File: config.mk
export PLATFORM = sky130hd
export DESIGN_NAME = psw_top
export DESIGN_NICKNAME = d
export VERILOG_FILES = /design/src/psw_top.v
export VERILOG_INCLUDE_DIRS = /design/src
export SDC_FILE = /design/constraint.sdc
export NUM_CORES = 1
export LEC_CHECK = 0
export BUFFER_PORTS_ARGS = -buffer_cell sky130_fd_sc_hd__clkbuf_2
export CORE_MARGIN = 1
export CORE_UTILIZATION = 53
export DETAILED_ROUTE_END_ITERATION = 10
export GPL_ROUTABILITY_DRIVEN = 0
export GPL_TIMING_DRIVEN = 0
export PLACE_DENSITY = 0.87
export RECOVER_POWER = 25
export SETUP_SLACK_MARGIN = 0.15
export SYNTH_ARGS = -nofsm -noshare
export SYNTH_HDL_FRONTEND = slang
export SYNTH_HIERARCHICAL = 1
export SYNTH_SLANG_ARGS = --single-unit
File: constraint.sdc
create_clock -name clk_i -period 2.4 [get_ports clk_i]
set_clock_uncertainty 0.05 [all_clocks]
set_input_delay 0.12 -clock clk_i [delete_from_list [all_inputs] [get_ports clk_i]]
set_output_delay 0.12 -clock clk_i [all_outputs]
set_load 0.03 [all_outputs]
File: src/psw_defs.vh
`ifndef PSW_DEFS_VH
`define PSW_DEFS_VH
// Register word offsets (byte addresses)
`define PSW_CTRL_OFS 4'h0
`define PSW_STAT_OFS 4'h4
// Control fields
`define PSW_CTRL_FORCE_BAT 0
`define PSW_CTRL_RST 32'h0000_0000
// Status fields
`define PSW_STAT_STATE_LSB 0
`define PSW_STAT_LATCH 8
`define PSW_STAT_POR 9
`define PSW_STAT_WDR 10
`define PSW_STAT_ADP 11
// Timing
`define PSW_CLK_MHZ 100
`define PSW_POR_MS 800
`define PSW_WDR_MS 10
`define PSW_WDT_MS 60
`define PSW_POR_CYC (`PSW_POR_MS * `PSW_CLK_MHZ * 1000)
`define PSW_WDR_CYC (`PSW_WDR_MS * `PSW_CLK_MHZ * 1000)
`define PSW_WDT_CYC (`PSW_WDT_MS * `PSW_CLK_MHZ * 1000)
`endif

File: src/psw_top.v
`timescale 1ns/1ns
`include "psw_defs.vh"

module psw_top #(
  parameter [26:0] POR_CYC = `PSW_POR_CYC, // Power-on reset hold
  parameter [26:0] WDR_CYC = `PSW_WDR_CYC, // Watchdog reset hold
  parameter [26:0] WDT_CYC = `PSW_WDT_CYC // Kick interval limit
) (
  input wire clk_i, // System clock
  input wire rst_i, // Synchronous reset
  // Wishbone slave
  input wire cyc_i, // Bus cycle
  input wire stb_i, // Strobe
  input wire we_i, // Write enable
  input wire [3:0] adr_i, // Byte address
  input wire [3:0] sel_i, // Byte selects
  input wire [31:0] dat_i, // Write data
  output reg [31:0] dat_o, // Read data
  output reg ack_o, // Acknowledge
  // Supply sense
  input wire adapter_valid_i, // Adapter above lockout
  input wire adapter_present_i, // Adapter connected
  input wire battery_present_i, // Battery connected
  input wire battery_valid_i, // Battery above lockout
  input wire system_rail_good_i, // System rail at 90%
  input wire always_on_good_i, // Always-on group at 90%
  input wire switched_good_i, // Switched group at 90%
  // Host pins
  input wire system_wake_n_i, // Push-button wake
  input wire always_on_rail_enable_n_i, // Always-on enable
  input wire switched_rail_enable_i, // Switched enable
  input wire battery_feed_select_i, // Battery feed select
  input wire watchdog_kick_i, // Watchdog kick
  // Power controls
  output reg adapter_feed_o, // Adapter regulator on
  output reg battery_feed_o, // Battery switch closed
  output reg always_on_group_en_o, // Always-on group enable
  output reg switched_group_en_o, // Switched group enable
  output reg discharge_o, // Output pull-downs on
  output reg charger_en_o, // Charger enable
  output reg charge_state_n_o, // Charge status pin
  output reg power_on_reset_n_o, // Power-on reset
  output reg watchdog_reset_n_o // Watchdog reset
);

  // One-hot sequencer states
  localparam [5:0] ST_OFF = 6'b00_0001;
  localparam [5:0] ST_SYS = 6'b00_0010;
  localparam [5:0] ST_AON = 6'b00_0100;
  localparam [5:0] ST_POR = 6'b00_1000;
  localparam [5:0] ST_RUN = 6'b01_0000;
  localparam [5:0] ST_SHUT = 6'b10_0000;

  reg [5:0] state;
  reg [5:0] next_state;
  reg [26:0] por_cnt;
  reg [26:0] next_por_cnt;
  reg [26:0] wd_cnt;
  reg wd_live;
  reg wake_latch;
  reg force_bat;
  reg adp_present_q;

  // Previous synchronised kick level, for edge detection
  reg kick_q;

  wire wake_n_s;
  wire aon_en_n_s;
  wire sw_en_s;
  wire feed_sel_s;
  wire kick_s;
  wire kick_edge;
  wire powered;
  wire supply_any;
  wire adp_removed;
  wire start_req;
  wire bat_only_off;
  wire wb_req;
  wire [31:0] stat_word;

  // Synchronised host pins; each resets to its idle level

  // Wake button, idle high
  psw_sync #(
    .RST_VAL(1'b1)
  ) i_sync_wake (
    .clk_i(clk_i),
    .rst_i(rst_i),
    .d_i(system_wake_n_i),
    .q_o(wake_n_s)
  );

  // Always-on enable, active low
  psw_sync #(
    .RST_VAL(1'b1)
  ) i_sync_aon (
    .clk_i(clk_i),
    .rst_i(rst_i),
    .d_i(always_on_rail_enable_n_i),
    .q_o(aon_en_n_s)
  );

  // Switched group enable
  psw_sync #(
    .RST_VAL(1'b0)
  ) i_sync_sw (
    .clk_i(clk_i),
    .rst_i(rst_i),
    .d_i(switched_rail_enable_i),
    .q_o(sw_en_s)
  );

  // Battery feed select
  psw_sync #(
    .RST_VAL(1'b0)
  ) i_sync_feed (
    .clk_i(clk_i),
    .rst_i(rst_i),
    .d_i(battery_feed_select_i),
    .q_o(feed_sel_s)
  );

  // Watchdog kick
  psw_sync #(
    .RST_VAL(1'b0)
  ) i_sync_kick (
    .clk_i(clk_i),
    .rst_i(rst_i),
    .d_i(watchdog_kick_i),
    .q_o(kick_s)
  );

  // Delayed kick; reads only the second synchroniser stage
  always @(posedge clk_i) begin
    if (rst_i) begin
      kick_q <= 1'b0;
    end else begin
      kick_q <= kick_s;
    end
  end

  // Both kick edges count
  assign kick_edge = kick_s ^ kick_q;

  // Supply conditions
  assign supply_any = adapter_present_i | battery_present_i;
  assign adp_removed = adp_present_q & ~adapter_present_i;
  assign powered = ~state[0] & ~state[5];

  // Start on button without adapter, or on valid adapter
  assign start_req = (~wake_n_s & ~adapter_valid_i)
                     | adapter_valid_i;

  // Battery-only shutdown: enable low with button pressed
  assign bat_only_off = ~adapter_valid_i & battery_valid_i
                        & ~aon_en_n_s & ~wake_n_s;

  // Wake latch holds while any supply is connected
  always @(posedge clk_i) begin
    if (rst_i) begin
      wake_latch <= 1'b0;
      adp_present_q <= 1'b0;
    end else begin
      adp_present_q <= adapter_present_i;
      if (~wake_n_s & supply_any)
        wake_latch <= 1'b1;
      else if (~supply_any)
        wake_latch <= 1'b0;
    end
  end

  // Sequencer next-state logic
  always @* begin
    next_state = state;
    next_por_cnt = por_cnt;
    case (state)
      ST_OFF: begin
        next_por_cnt = 27'd0;
        if (start_req & supply_any)
          next_state = ST_SYS;
      end
      ST_SYS: begin
        // Rail first, groups wait for it
        if (system_rail_good_i)
          next_state = ST_AON;
      end
      ST_AON: begin
        if (always_on_good_i) begin
          next_state = ST_POR;
          next_por_cnt = 27'd0;
        end
      end
      ST_POR: begin
        if (por_cnt >= POR_CYC - 27'd1)
          next_state = ST_RUN;
        else
          next_por_cnt = por_cnt + 27'd1;
      end
      ST_RUN: begin
        next_state = ST_RUN;
      end
      ST_SHUT: begin
        next_state = ST_OFF;
      end
      default: begin
        next_state = ST_OFF;
      end
    endcase
    // Power-down decisions apply once up
    if (powered) begin
      if (adapter_valid_i) begin
        // No power down while adapter is valid
        next_state = next_state;
      end else if (adp_removed & ~wake_latch) begin
        next_state = ST_SHUT;
      end else if (adapter_present_i) begin
        // Below lockout but still connected: stay up
        next_state = next_state;
      end else if (bat_only_off & state[4]) begin
        next_state = ST_SHUT;
      end else if (~supply_any) begin
        next_state = ST_SHUT;
      end
    end
  end

  // Sequencer registers
  always @(posedge clk_i) begin
    if (rst_i) begin
      state <= ST_OFF;
      por_cnt <= 27'd0;
    end else begin
      state <= next_state;
      por_cnt <= next_por_cnt;
    end
  end

  // Watchdog reset timer and kick monitor
  always @(posedge clk_i) begin
    if (rst_i) begin
      wd_cnt <= 27'd0;
      wd_live <= 1'b0;
    end else if (~state[4]) begin
      wd_cnt <= 27'd0;
      wd_live <= 1'b0;
    end else if (~wd_live) begin
      // Held in reset: count release time only
      if (~switched_good_i) begin
        wd_cnt <= 27'd0;
      end else if (wd_cnt >= WDR_CYC - 27'd1) begin
        wd_live <= 1'b1;
        wd_cnt <= 27'd0;
      end else begin
        wd_cnt <= wd_cnt + 27'd1;
      end
    end else if (kick_edge) begin
      wd_cnt <= 27'd0;
    end else if (wd_cnt >= WDT_CYC - 27'd1) begin
      // Kick gap too long: assert reset again
      wd_live <= 1'b0;
      wd_cnt <= 27'd0;
    end else begin
      wd_cnt <= wd_cnt + 27'd1;
    end
  end

  // Rail and group controls, all registered
  always @(posedge clk_i) begin
    if (rst_i) begin
      adapter_feed_o <= 1'b0;
      battery_feed_o <= 1'b0;
      always_on_group_en_o <= 1'b0;
      switched_group_en_o <= 1'b0;
      discharge_o <= 1'b1;
      charger_en_o <= 1'b0;
      charge_state_n_o <= 1'b0;
      power_on_reset_n_o <= 1'b0;
      watchdog_reset_n_o <= 1'b0;
    end else begin
      // Source select for the system rail
      if (~powered) begin
        adapter_feed_o <= 1'b0;
        battery_feed_o <= 1'b0;
      end else if (adapter_valid_i & ~feed_sel_s & ~force_bat) begin
        adapter_feed_o <= 1'b1;
        battery_feed_o <= 1'b0;
      end else if (adapter_valid_i) begin
        adapter_feed_o <= 1'b0;
        battery_feed_o <= 1'b1;
      end else begin
        adapter_feed_o <= 1'b0;
        battery_feed_o <= 1'b1;
      end
      // Always-on group after rail good, gated by its enable
      always_on_group_en_o <= (state[2] | state[3] | state[4])
                              & ~aon_en_n_s;
      // Switched group no earlier than reset release, on the same edge at the soonest
      switched_group_en_o <= state[4] & sw_en_s;
      // Pull-downs while not powered
      discharge_o <= ~powered | state[5];
      // Charger follows adapter valid
      charger_en_o <= adapter_valid_i;
      charge_state_n_o <= adapter_valid_i;
      power_on_reset_n_o <= state[4];
      watchdog_reset_n_o <= wd_live;
    end
  end

  // Status word for software
  assign stat_word = {20'h0_0000, adapter_valid_i, wd_live,
                      state[4], wake_latch, 2'b00, state};

  assign wb_req = cyc_i & stb_i & ~ack_o;

  // Wishbone slave: one wait state, unmapped reads zero
  always @(posedge clk_i) begin
    if (rst_i) begin
      ack_o <= 1'b0;
      dat_o <= 32'h0000_0000;
      force_bat <= 1'b0;
    end else begin
      ack_o <= wb_req;
      dat_o <= 32'h0000_0000;
      if (wb_req) begin
        case (adr_i)
          `PSW_CTRL_OFS: begin
            dat_o <= {31'h0000_0000, force_bat};
            if (we_i & sel_i[0])
              force_bat <= dat_i[`PSW_CTRL_FORCE_BAT];
          end
          `PSW_STAT_OFS: begin
            dat_o <= stat_word;
          end
          default: begin
            dat_o <= 32'h0000_0000;
          end
        endcase
      end
    end
  end

endmodule // psw_top

// Two-flop synchroniser for one host pin
module psw_sync #(
  parameter [0:0] RST_VAL = 1'b0 // Level held during reset
) (
  input wire clk_i, // System clock
  input wire rst_i, // Synchronous reset
  input wire d_i, // Raw pin level
  output reg q_o // Synchronised level
);

  // First stage may go metastable; nothing outside reads it
  reg meta;

  // Reset to the idle level so no false edge follows reset
  always @(posedge clk_i) begin
    if (rst_i) begin
      meta <= RST_VAL;
      q_o <= RST_VAL;
    end else begin
      meta <= d_i;
      q_o <= meta;
    end
  end

endmodule // psw_sync

==> impl_metrics.env, run 1 <==
export IMPL_insertion_delay_ns=0.37
export IMPL_path_class="reg2reg"
export IMPL_period_share=0.971
export IMPL_hold_viol_final=0
export IMPL_crit_path_end_kind="flip-flop"
export IMPL_wl_mm=11.7
export IMPL_min_period_ns=2.33
export IMPL_clockPowerShare=0.336
export IMPL_setup_tns_ns=0
export IMPL_worst_slew_pin_slew_ns=0.721
export IMPL_synth_enable_flop_cells=0
export IMPL_sw_frac_of_total=0.277
export IMPL_ys_types=50
export IMPL_grt_max_degree=16
export IMPL_synth_ff_type="dfxtp_1"
export IMPL_p_total_uw=3070
export IMPL_hold_path_class="in2reg"
export IMPL_regArea_sq_mm=0.00188
export IMPL_fp_row_count=32
export IMPL_dr_pass1_iters=5
export IMPL_relSlewSlack=0.518
export IMPL_cts_tree="done"
export IMPL_drv_cap=0
export IMPL_layout_cells_non_filler=700
export IMPL_yosys_register_bits=93
export IMPL_grt_first_pass_wirelength_mm=16.3
export IMPL_async_flop_share=0
export IMPL_critPathMaxFanout=5
export IMPL_power_frac_seq=0.512
export IMPL_antenna_found_initial=0
export IMPL_grt_overflow_total=0
export IMPL_comb_power_share=0.152
export IMPL_port_buffers=42
export IMPL_syn_inst=482
export IMPL_synth_yosys_warnings=6
export IMPL_max_freq_mhz=429
export IMPL_drcViolationCount=0
export IMPL_viasPerCell=5.80
export IMPL_io_pins=99
export IMPL_start_kind="flip-flop"
export IMPL_core_area_sq_mm=0.00769
export IMPL_dieWidth_microns=90.9
export IMPL_syn_cell_area_sq_mm=0.00419
export IMPL_nets=652
export IMPL_maxSlewViolCount=0
export IMPL_synth_top_area_frac=0.444
export IMPL_cts_root_buf="clkbuf_8"
export IMPL_intPower_uw=2220
export IMPL_yosys_top_cells_area="dfxtp_1 (44%), nor2_1 (5.4%), buf_4 (4.7%), xor2_1 (3.8%), nand3_1 (3.3%)"
export IMPL_cts_max_path_buffers=2
export IMPL_routedWlPerCell_microns=16.7
export IMPL_dp_cells=651
export IMPL_h_tree_depth=3
export IMPL_fp_dieH_microns=90.9
export IMPL_final_area_sq_mm=0.00539
export IMPL_yosysTopAreaCell="dfxtp_1"
export IMPL_crit_required_ns=2.61
export IMPL_seq_area_frac_synth=0.444
export IMPL_numCtsBuffers=9
export IMPL_ant_nets=0
export IMPL_setup_violations_final=0
export IMPL_multi_input_area_sq_mm=0.00230
export IMPL_nFillCells=537
export IMPL_areaGrowthSynthToFinish_pct=28.7
export IMPL_syn_avg_cell_area_sq_um=8.69
export IMPL_grt_util_all_layers=0.244
export IMPL_p_per_area_mw_per_mm2=569
export IMPL_cp_arrival_ns=2.54
export IMPL_post_dp_hpwl_mm=6.40
export IMPL_placed_area_sq_mm=0.00462
export IMPL_power_switching_uw=851
export IMPL_vias=4060
export IMPL_outcome="completed"
export IMPL_rsz0062_at_grt="yes"
export IMPL_drive_gt1_frac=0.232
export IMPL_start_util=0.545
export IMPL_cts_clk_slew_worst_paths_ns=0.09
export IMPL_cts_sinks=93
export IMPL_p_leak_uw=0.00205
export IMPL_drtIter0Drc=346
export IMPL_dieArea_sq_mm=0.00827
export IMPL_antennaDiodeCount=0
export IMPL_ir_drop_mv=0.352
export IMPL_grt_pass1_vias=3569
critical path, cell delays in order, from the launching register on:
cell and delay [ns]:
dfxtp_4 0.35, or3_4 0.40, or4_1 0.52, a21o_1 0.20, a31oi_4 0.19, o32a_4 0.29, clkbuf_16 0.18, nor2_2 0.04
state kept, by name, summed over array words and instances, names as in the netlist, 6 cells and up:
name and flops:
state 6, dat_o 9, wd_cnt 27, por_cnt 27
cell usage in the layout, fill, tap and decap left out, types with 6 or more instances in the layout:
cell type,n
a21oi_1,20
xnor2_1,11
dfxtp_2,6
dlygate4sd3_1,14
nand2_1,25
conb_1,26
inv_1,9
nor4_1,7
clkbuf_8,12
dfxtp_1,83
nor2_1,55
clkbuf_2,22
nand3_1,25
nor2b_1,11
xor2_1,18
and2_1,7
and3_1,12
buf_4,38
clkbuf_1,26
or3_1,13
nand4_1,16
nor3_1,16
o21ai_0,11
what timing repair did:
item | in CTS | in global routing
pin swaps | 4 | 28
hold buffers | 14 | 0
setup endpoints to repair | 41 | 47
endpoints found under the hold margin | 12 | 0
gates cloned | 0 | 4
gates resized for setup | 7 | 62
buffers inserted | 3 | 12
final timing paths:
| kind | cells after the start | from | slack [ns] | endpoint |
|---|---|---|---|---|
| setup / recovery | 7 | wd_cnt[14] | 0.07 | wd_cnt[21] |
| hold / removal | 3 | adapter_valid_i | 0.03 | charge_state_n_o |
| setup reg to reg | 7 | wd_cnt[14] | 0.07 | wd_cnt[21] |
| hold reg to reg | 1 | i_sync_feed/q_o | 0.39 | adapter_feed_o |
power groups by stage:
stage	logic, uW	clock network [uW]	registers (uW)
2_1_floorplan	247	0	1620
3_3_place_gp	334	0	1610
3_5_place_dp	344	0	1610
4_1_cts	377	1040	1570
5_1_grt	493	1110	1570
6_report	466	1030	1570
routing by layer:
layer  track usage  wire, microns  vias to the layer above
met3        0.0614            717                       42
met1         0.288           4500                     1926
met2         0.422           6090                      207
li1              -              -                     1885
met5             0              0                        -
met4        0.0952            402                        0
area by class of cell:
class | count | share of cell area
multi-input cells | 365 | 0.427
flip-flops and latches | 93 | 0.350
repair buffers | 75 | 0.100
plain buffers | 40 | 0.0569
clock buffers | 12 | 0.0306
well taps | 102 | 0.0237
inverters | 9 | 0.00627
clock inverters | 4 | 0.00557
stage by stage:
step	utilization	hold WS, ns	setup WS, ns
after global routing	0.701	0.0246	-0.00511
after detailed placement	0.601	0.274	-0.0838
final	0.701	0.0262	0.0692
after floorplan	-	0.142	0.230
after global placement	0.601	0.264	-0.00296
after CTS	0.651	0.00473	0.153
cell families after synthesis:
family,synth area share
other cells,0.000895
fa+ha+maj,0.00597
compound gates,0.111
xor+xnor,0.0606
mux,0.00956
simple gates,0.294
flops,0.444
buf+inv,0.0741
cells in the mapped netlist (all sizes together), types with 2 or more instances:
master   n
a21oi   24
nand3   28
dfxtp   93
nor2b   12
nand3b   4
xnor2   11
xor2    18
nor3    18
nand4   16
a21o     5
o32a     2
clkbuf   6
nand2b   2
o211ai   2
and4     2
nor4bb   2
and2     7
o21ai   17
a211o    3
nor2    60
o31a     2
mux2i    4
nand4b   2
or2      5
nor3b    2
buf     34
a211oi   4
inv      9
or4      7
or3     17
nand2   27
o31ai    3
ha       2
nor4    10
and3    12
(Power assumes the default switching activity.)
==> inputs of run 2 (changes only) <==
--- a/config.mk
+++ b/config.mk
@@ -14,8 +14,8 @@
 export GPL_TIMING_DRIVEN = 0
 export PLACE_DENSITY = 0.87
 export RECOVER_POWER = 25
+export REMOVE_ABC_BUFFERS = 1
 export SETUP_SLACK_MARGIN = 0.15
 export SYNTH_ARGS = -nofsm -noshare
 export SYNTH_HDL_FRONTEND = slang
-export SYNTH_HIERARCHICAL = 1
 export SYNTH_SLANG_ARGS = --single-unit
==> run 2 against run 1 <==
Net effect:
- the run now ends with negative setup slack left
- design area is 5.9% lower
- final cell count down 7.7%
- non-clock buffer count decreased by 50
- sequential share of layout area increased by 2.0 points
==> impl_metrics.env, run 2 <==
export IMPL_final_area_sq_mm=0.00507
export IMPL_critPathMaxFanout=10
export IMPL_cts_max_path_buffers=2
export IMPL_dieWidth_microns=90.7
export IMPL_relSlewSlack=0.553
export IMPL_timing_rr_start="por_cnt[24]"
export IMPL_areaGrowthSynthToFinish_pct=21.5
export IMPL_crit_required_ns=2.63
export IMPL_utilization=0.681
export IMPL_drtIter0Drc=456
export IMPL_max_freq_mhz=404
export IMPL_rr_endpoint="por_cnt[2]"
export IMPL_antenna_found_initial=1
export IMPL_nFillCells=467
export IMPL_start_kind="flip-flop"
export IMPL_grt_overflow_total=0
export IMPL_largestRegisters="por_cnt (27), wd_cnt (27), dat_o (9)"
export IMPL_comb_power_share=0.093
export IMPL_async_flop_share=0
export IMPL_period_share=1.03
export IMPL_timing_critical_path_from="por_cnt[24]"
export IMPL_violations="negative setup slack"
export IMPL_intPower_uw=2270
export IMPL_regArea_sq_mm=0.00187
export IMPL_dr_pass1_iters=5
export IMPL_ir_drop_mv=0.275
export IMPL_sw_frac_of_total=0.260
export IMPL_cp_arrival_ns=2.71
export IMPL_setup_violations_final=3
export IMPL_hold_viol_final=0
export IMPL_post_dp_hpwl_mm=5.87
export IMPL_ys_types=52
export IMPL_insertion_delay_ns=0.37
export IMPL_wl_mm=12.2
export IMPL_syn_cell_area_sq_mm=0.00417
export IMPL_fp_dieH_microns=90.7
export IMPL_grt_first_pass_wirelength_mm=17.3
export IMPL_synth_top_area_frac=0.446
export IMPL_numCtsBuffers=9
export IMPL_cts_clk_slew_worst_paths_ns=0.10
export IMPL_viasPerCell=6.27
export IMPL_grt_pass1_vias=3715
export IMPL_outcome="finished with violations"
export IMPL_ant_nets=0
export IMPL_crit_path_end_kind="flip-flop"
export IMPL_cts_root_buf="clkbuf_8"
export IMPL_grt_max_degree=31
export IMPL_power_switching_uw=798
export IMPL_crit_family="compound AO/OA/AOI/OAI gates"
export IMPL_cts_tree="done"
export IMPL_critPathSlowestCell="nor4_2"
export IMPL_start_util=0.560
export IMPL_path_class="reg2reg"
export IMPL_final_cell_mix="dfxtp_1 (85), nor2_1 (42), clkbuf_2 (42), nand2_1 (31), conb_1 (26)"
export IMPL_cts_sinks=93
export IMPL_rrSetupSlack_ns=-0.08
export IMPL_crit_chain="or2_4, nor4_2, o2111ai_4, buf_12, a21oi_4, o21ai_0, a21oi_1"
export IMPL_synth_ff_type="dfxtp_1"
export IMPL_core_area_sq_mm=0.00745
export IMPL_power_frac_seq=0.514
export IMPL_p_leak_uw=0.00184
export IMPL_critPathBufInv=1
export IMPL_h_tree_depth=3
export IMPL_synth_enable_flop_cells=0
export IMPL_yosysTopAreaCell="dfxtp_1"
export IMPL_worst_slew_pin_slew_ns=0.665
export IMPL_syn_avg_cell_area_sq_um=8.75
export IMPL_drive_gt1_frac=0.222
export IMPL_drv_cap=0
export IMPL_dp_cells=601
export IMPL_crit_end="por_cnt[2]"
export IMPL_yosys_top_cells_area="dfxtp_1 (45%), buf_4 (4.3%), nor2_1 (3.8%), a21oi_1 (3.4%), nand3_1 (3.0%)"
export IMPL_maxSlewViolCount=0
export IMPL_routedWlPerCell_microns=18.8
export IMPL_drcViolationCount=0
export IMPL_clockPowerShare=0.393
export IMPL_hold_path_class="in2reg"
export IMPL_synth_yosys_warnings=0
export IMPL_port_buffers=42
export IMPL_timing_final_ws_setup_ns=-0.0783
export IMPL_grt_util_all_layers=0.264
export IMPL_p_per_area_mw_per_mm2=604
export IMPL_min_period_ns=2.48
export IMPL_synthTopCellsByCount="dfxtp_1 (93), nor2_1 (42), nand2_1 (32)"
export IMPL_r2r_cells=7
export IMPL_vias=4053
export IMPL_fp_row_count=31
export IMPL_path_depth=7
export IMPL_crit_path_max_incr_delay_ns=0.47
export IMPL_placed_area_sq_mm=0.00433
export IMPL_place_ws_ns=-0.750
export IMPL_dieArea_sq_mm=0.00823
export IMPL_synth_most_common_cell="dfxtp_1"
export IMPL_setup_tns_ns=-0.114
export IMPL_yosys_register_bits=93
export IMPL_multi_input_area_sq_mm=0.00237
export IMPL_syn_inst=477
export IMPL_rsz0062_at_grt="yes"
export IMPL_layout_cells_non_filler=646
export IMPL_nets=600
export IMPL_mostFrequentLayoutCell="dfxtp_1"
export IMPL_seq_area_frac_synth=0.446
export IMPL_io_pins=99
==> run 2: cell count changes in the layout (fill, tap and decap cells not counted), sizes merged, moves of 5 or more <==
cell,previous run,this run
buf,49,12
nor2,60,42
a21oi,24,35
clkbuf,64,53
nor3,18,11
a21o,5,0
nand2,27,32
nor2b,12,17
or4,7,12
xor2,18,13
==> run 2: metal layers <==
layer | vias up | wire [microns] | GRT usage
met1 | 1889 | 4430 | 0.281
met3 | 71 | 1100 | 0.0589
met4 | 0 | 718 | 0.164
met2 | 300 | 5900 | 0.469
met5 | - | 0 | 0
li1 | 1793 | - | -
==> run 2: logic make-up (layout without fill, tap and decap cells) <==
group / Yosys count / after routing / share of synthesized area
AO/OA/AOI/OAI: 73 / 79 / 0.109
buffers and inverters: 50 / 88 / 0.0722
multiplexers: 4 / 4 / 0.00959
flip-flops: 93 / 93 / 0.446
adder cells (fa/ha/maj): 2 / 2 / 0.00599
other: 1 / 27 / 0.000898
AND/OR/NAND/NOR: 232 / 232 / 0.310
XOR/XNOR: 22 / 22 / 0.0462
==> run 2: repair_timing <==
| action | in CTS | in global routing |
|---|---|---|
| hold buffers | 11 | 0 |
| cloned | 3 | 3 |
| pin swaps | 9 | 9 |
| gates resized for setup | 27 | 25 |
| endpoints found under the setup margin | 50 | 40 |
| setup buffers | 4 | 7 |
| endpoints found under the hold margin | 10 | 0 |
==> run 2: area by class of cell <==
type / instances / area share
flip-flops and latches: 93 / 0.370
clock buffers: 11 / 0.0279
repair buffers: 65 / 0.0883
multi-input cells: 365 / 0.468
clock inverters: 5 / 0.0163
diodes: 1 / 0.000493
inverters: 7 / 0.00518
well taps: 99 / 0.0244
==> run 2: worst register-to-register path, cell delays in order, from the launching register on <==
cell	delay, ns
dfxtp_4	0.36
or2_4	0.26
nor4_2	0.47
o2111ai_4	0.31
buf_12	0.24
a21oi_4	0.34
o21ai_0	0.17
a21oi_1	0.18
==> run 2: metrics by stage <==
| step | total power, uW | hold slack [ns] |
|---|---|---|
| after CTS | 2980 | 0.00621 |
| after floorplan | 1740 | 0.139 |
| final | 3070 | 0.00799 |
| after global routing | 3150 | 0.0195 |
| after detailed placement | 1800 | 0.255 |
| after global placement | 1800 | 0.256 |
==> run 2: worst min path at each step <==
stage	cells past startpoint	from	to	slack, ns
6_report	2	adapter_valid_i	charge_state_n_o	0.008
5_1_grt	2	adapter_valid_i	charge_state_n_o	0.02
3_5_place_dp	2	system_wake_n_i	i_sync_wake.meta	0.25
4_1_cts	2	adapter_valid_i	charge_state_n_o	0.006
3_3_place_gp	2	always_on_rail_enable_n_i	i_sync_aon.meta	0.26
2_1_floorplan	1	rst_i	por_cnt[0]	0.14
==> run 2: power groups by stage <==
| stage | registers, uW | clock network [uW] | logic, uW |
|---|---|---|---|
| 2_1_floorplan | 1620 | 0 | 127 |
| 3_3_place_gp | 1610 | 0 | 191 |
| 3_5_place_dp | 1610 | 0 | 196 |
| 4_1_cts | 1570 | 1170 | 239 |
| 5_1_grt | 1580 | 1270 | 298 |
| 6_report | 1580 | 1200 | 286 |
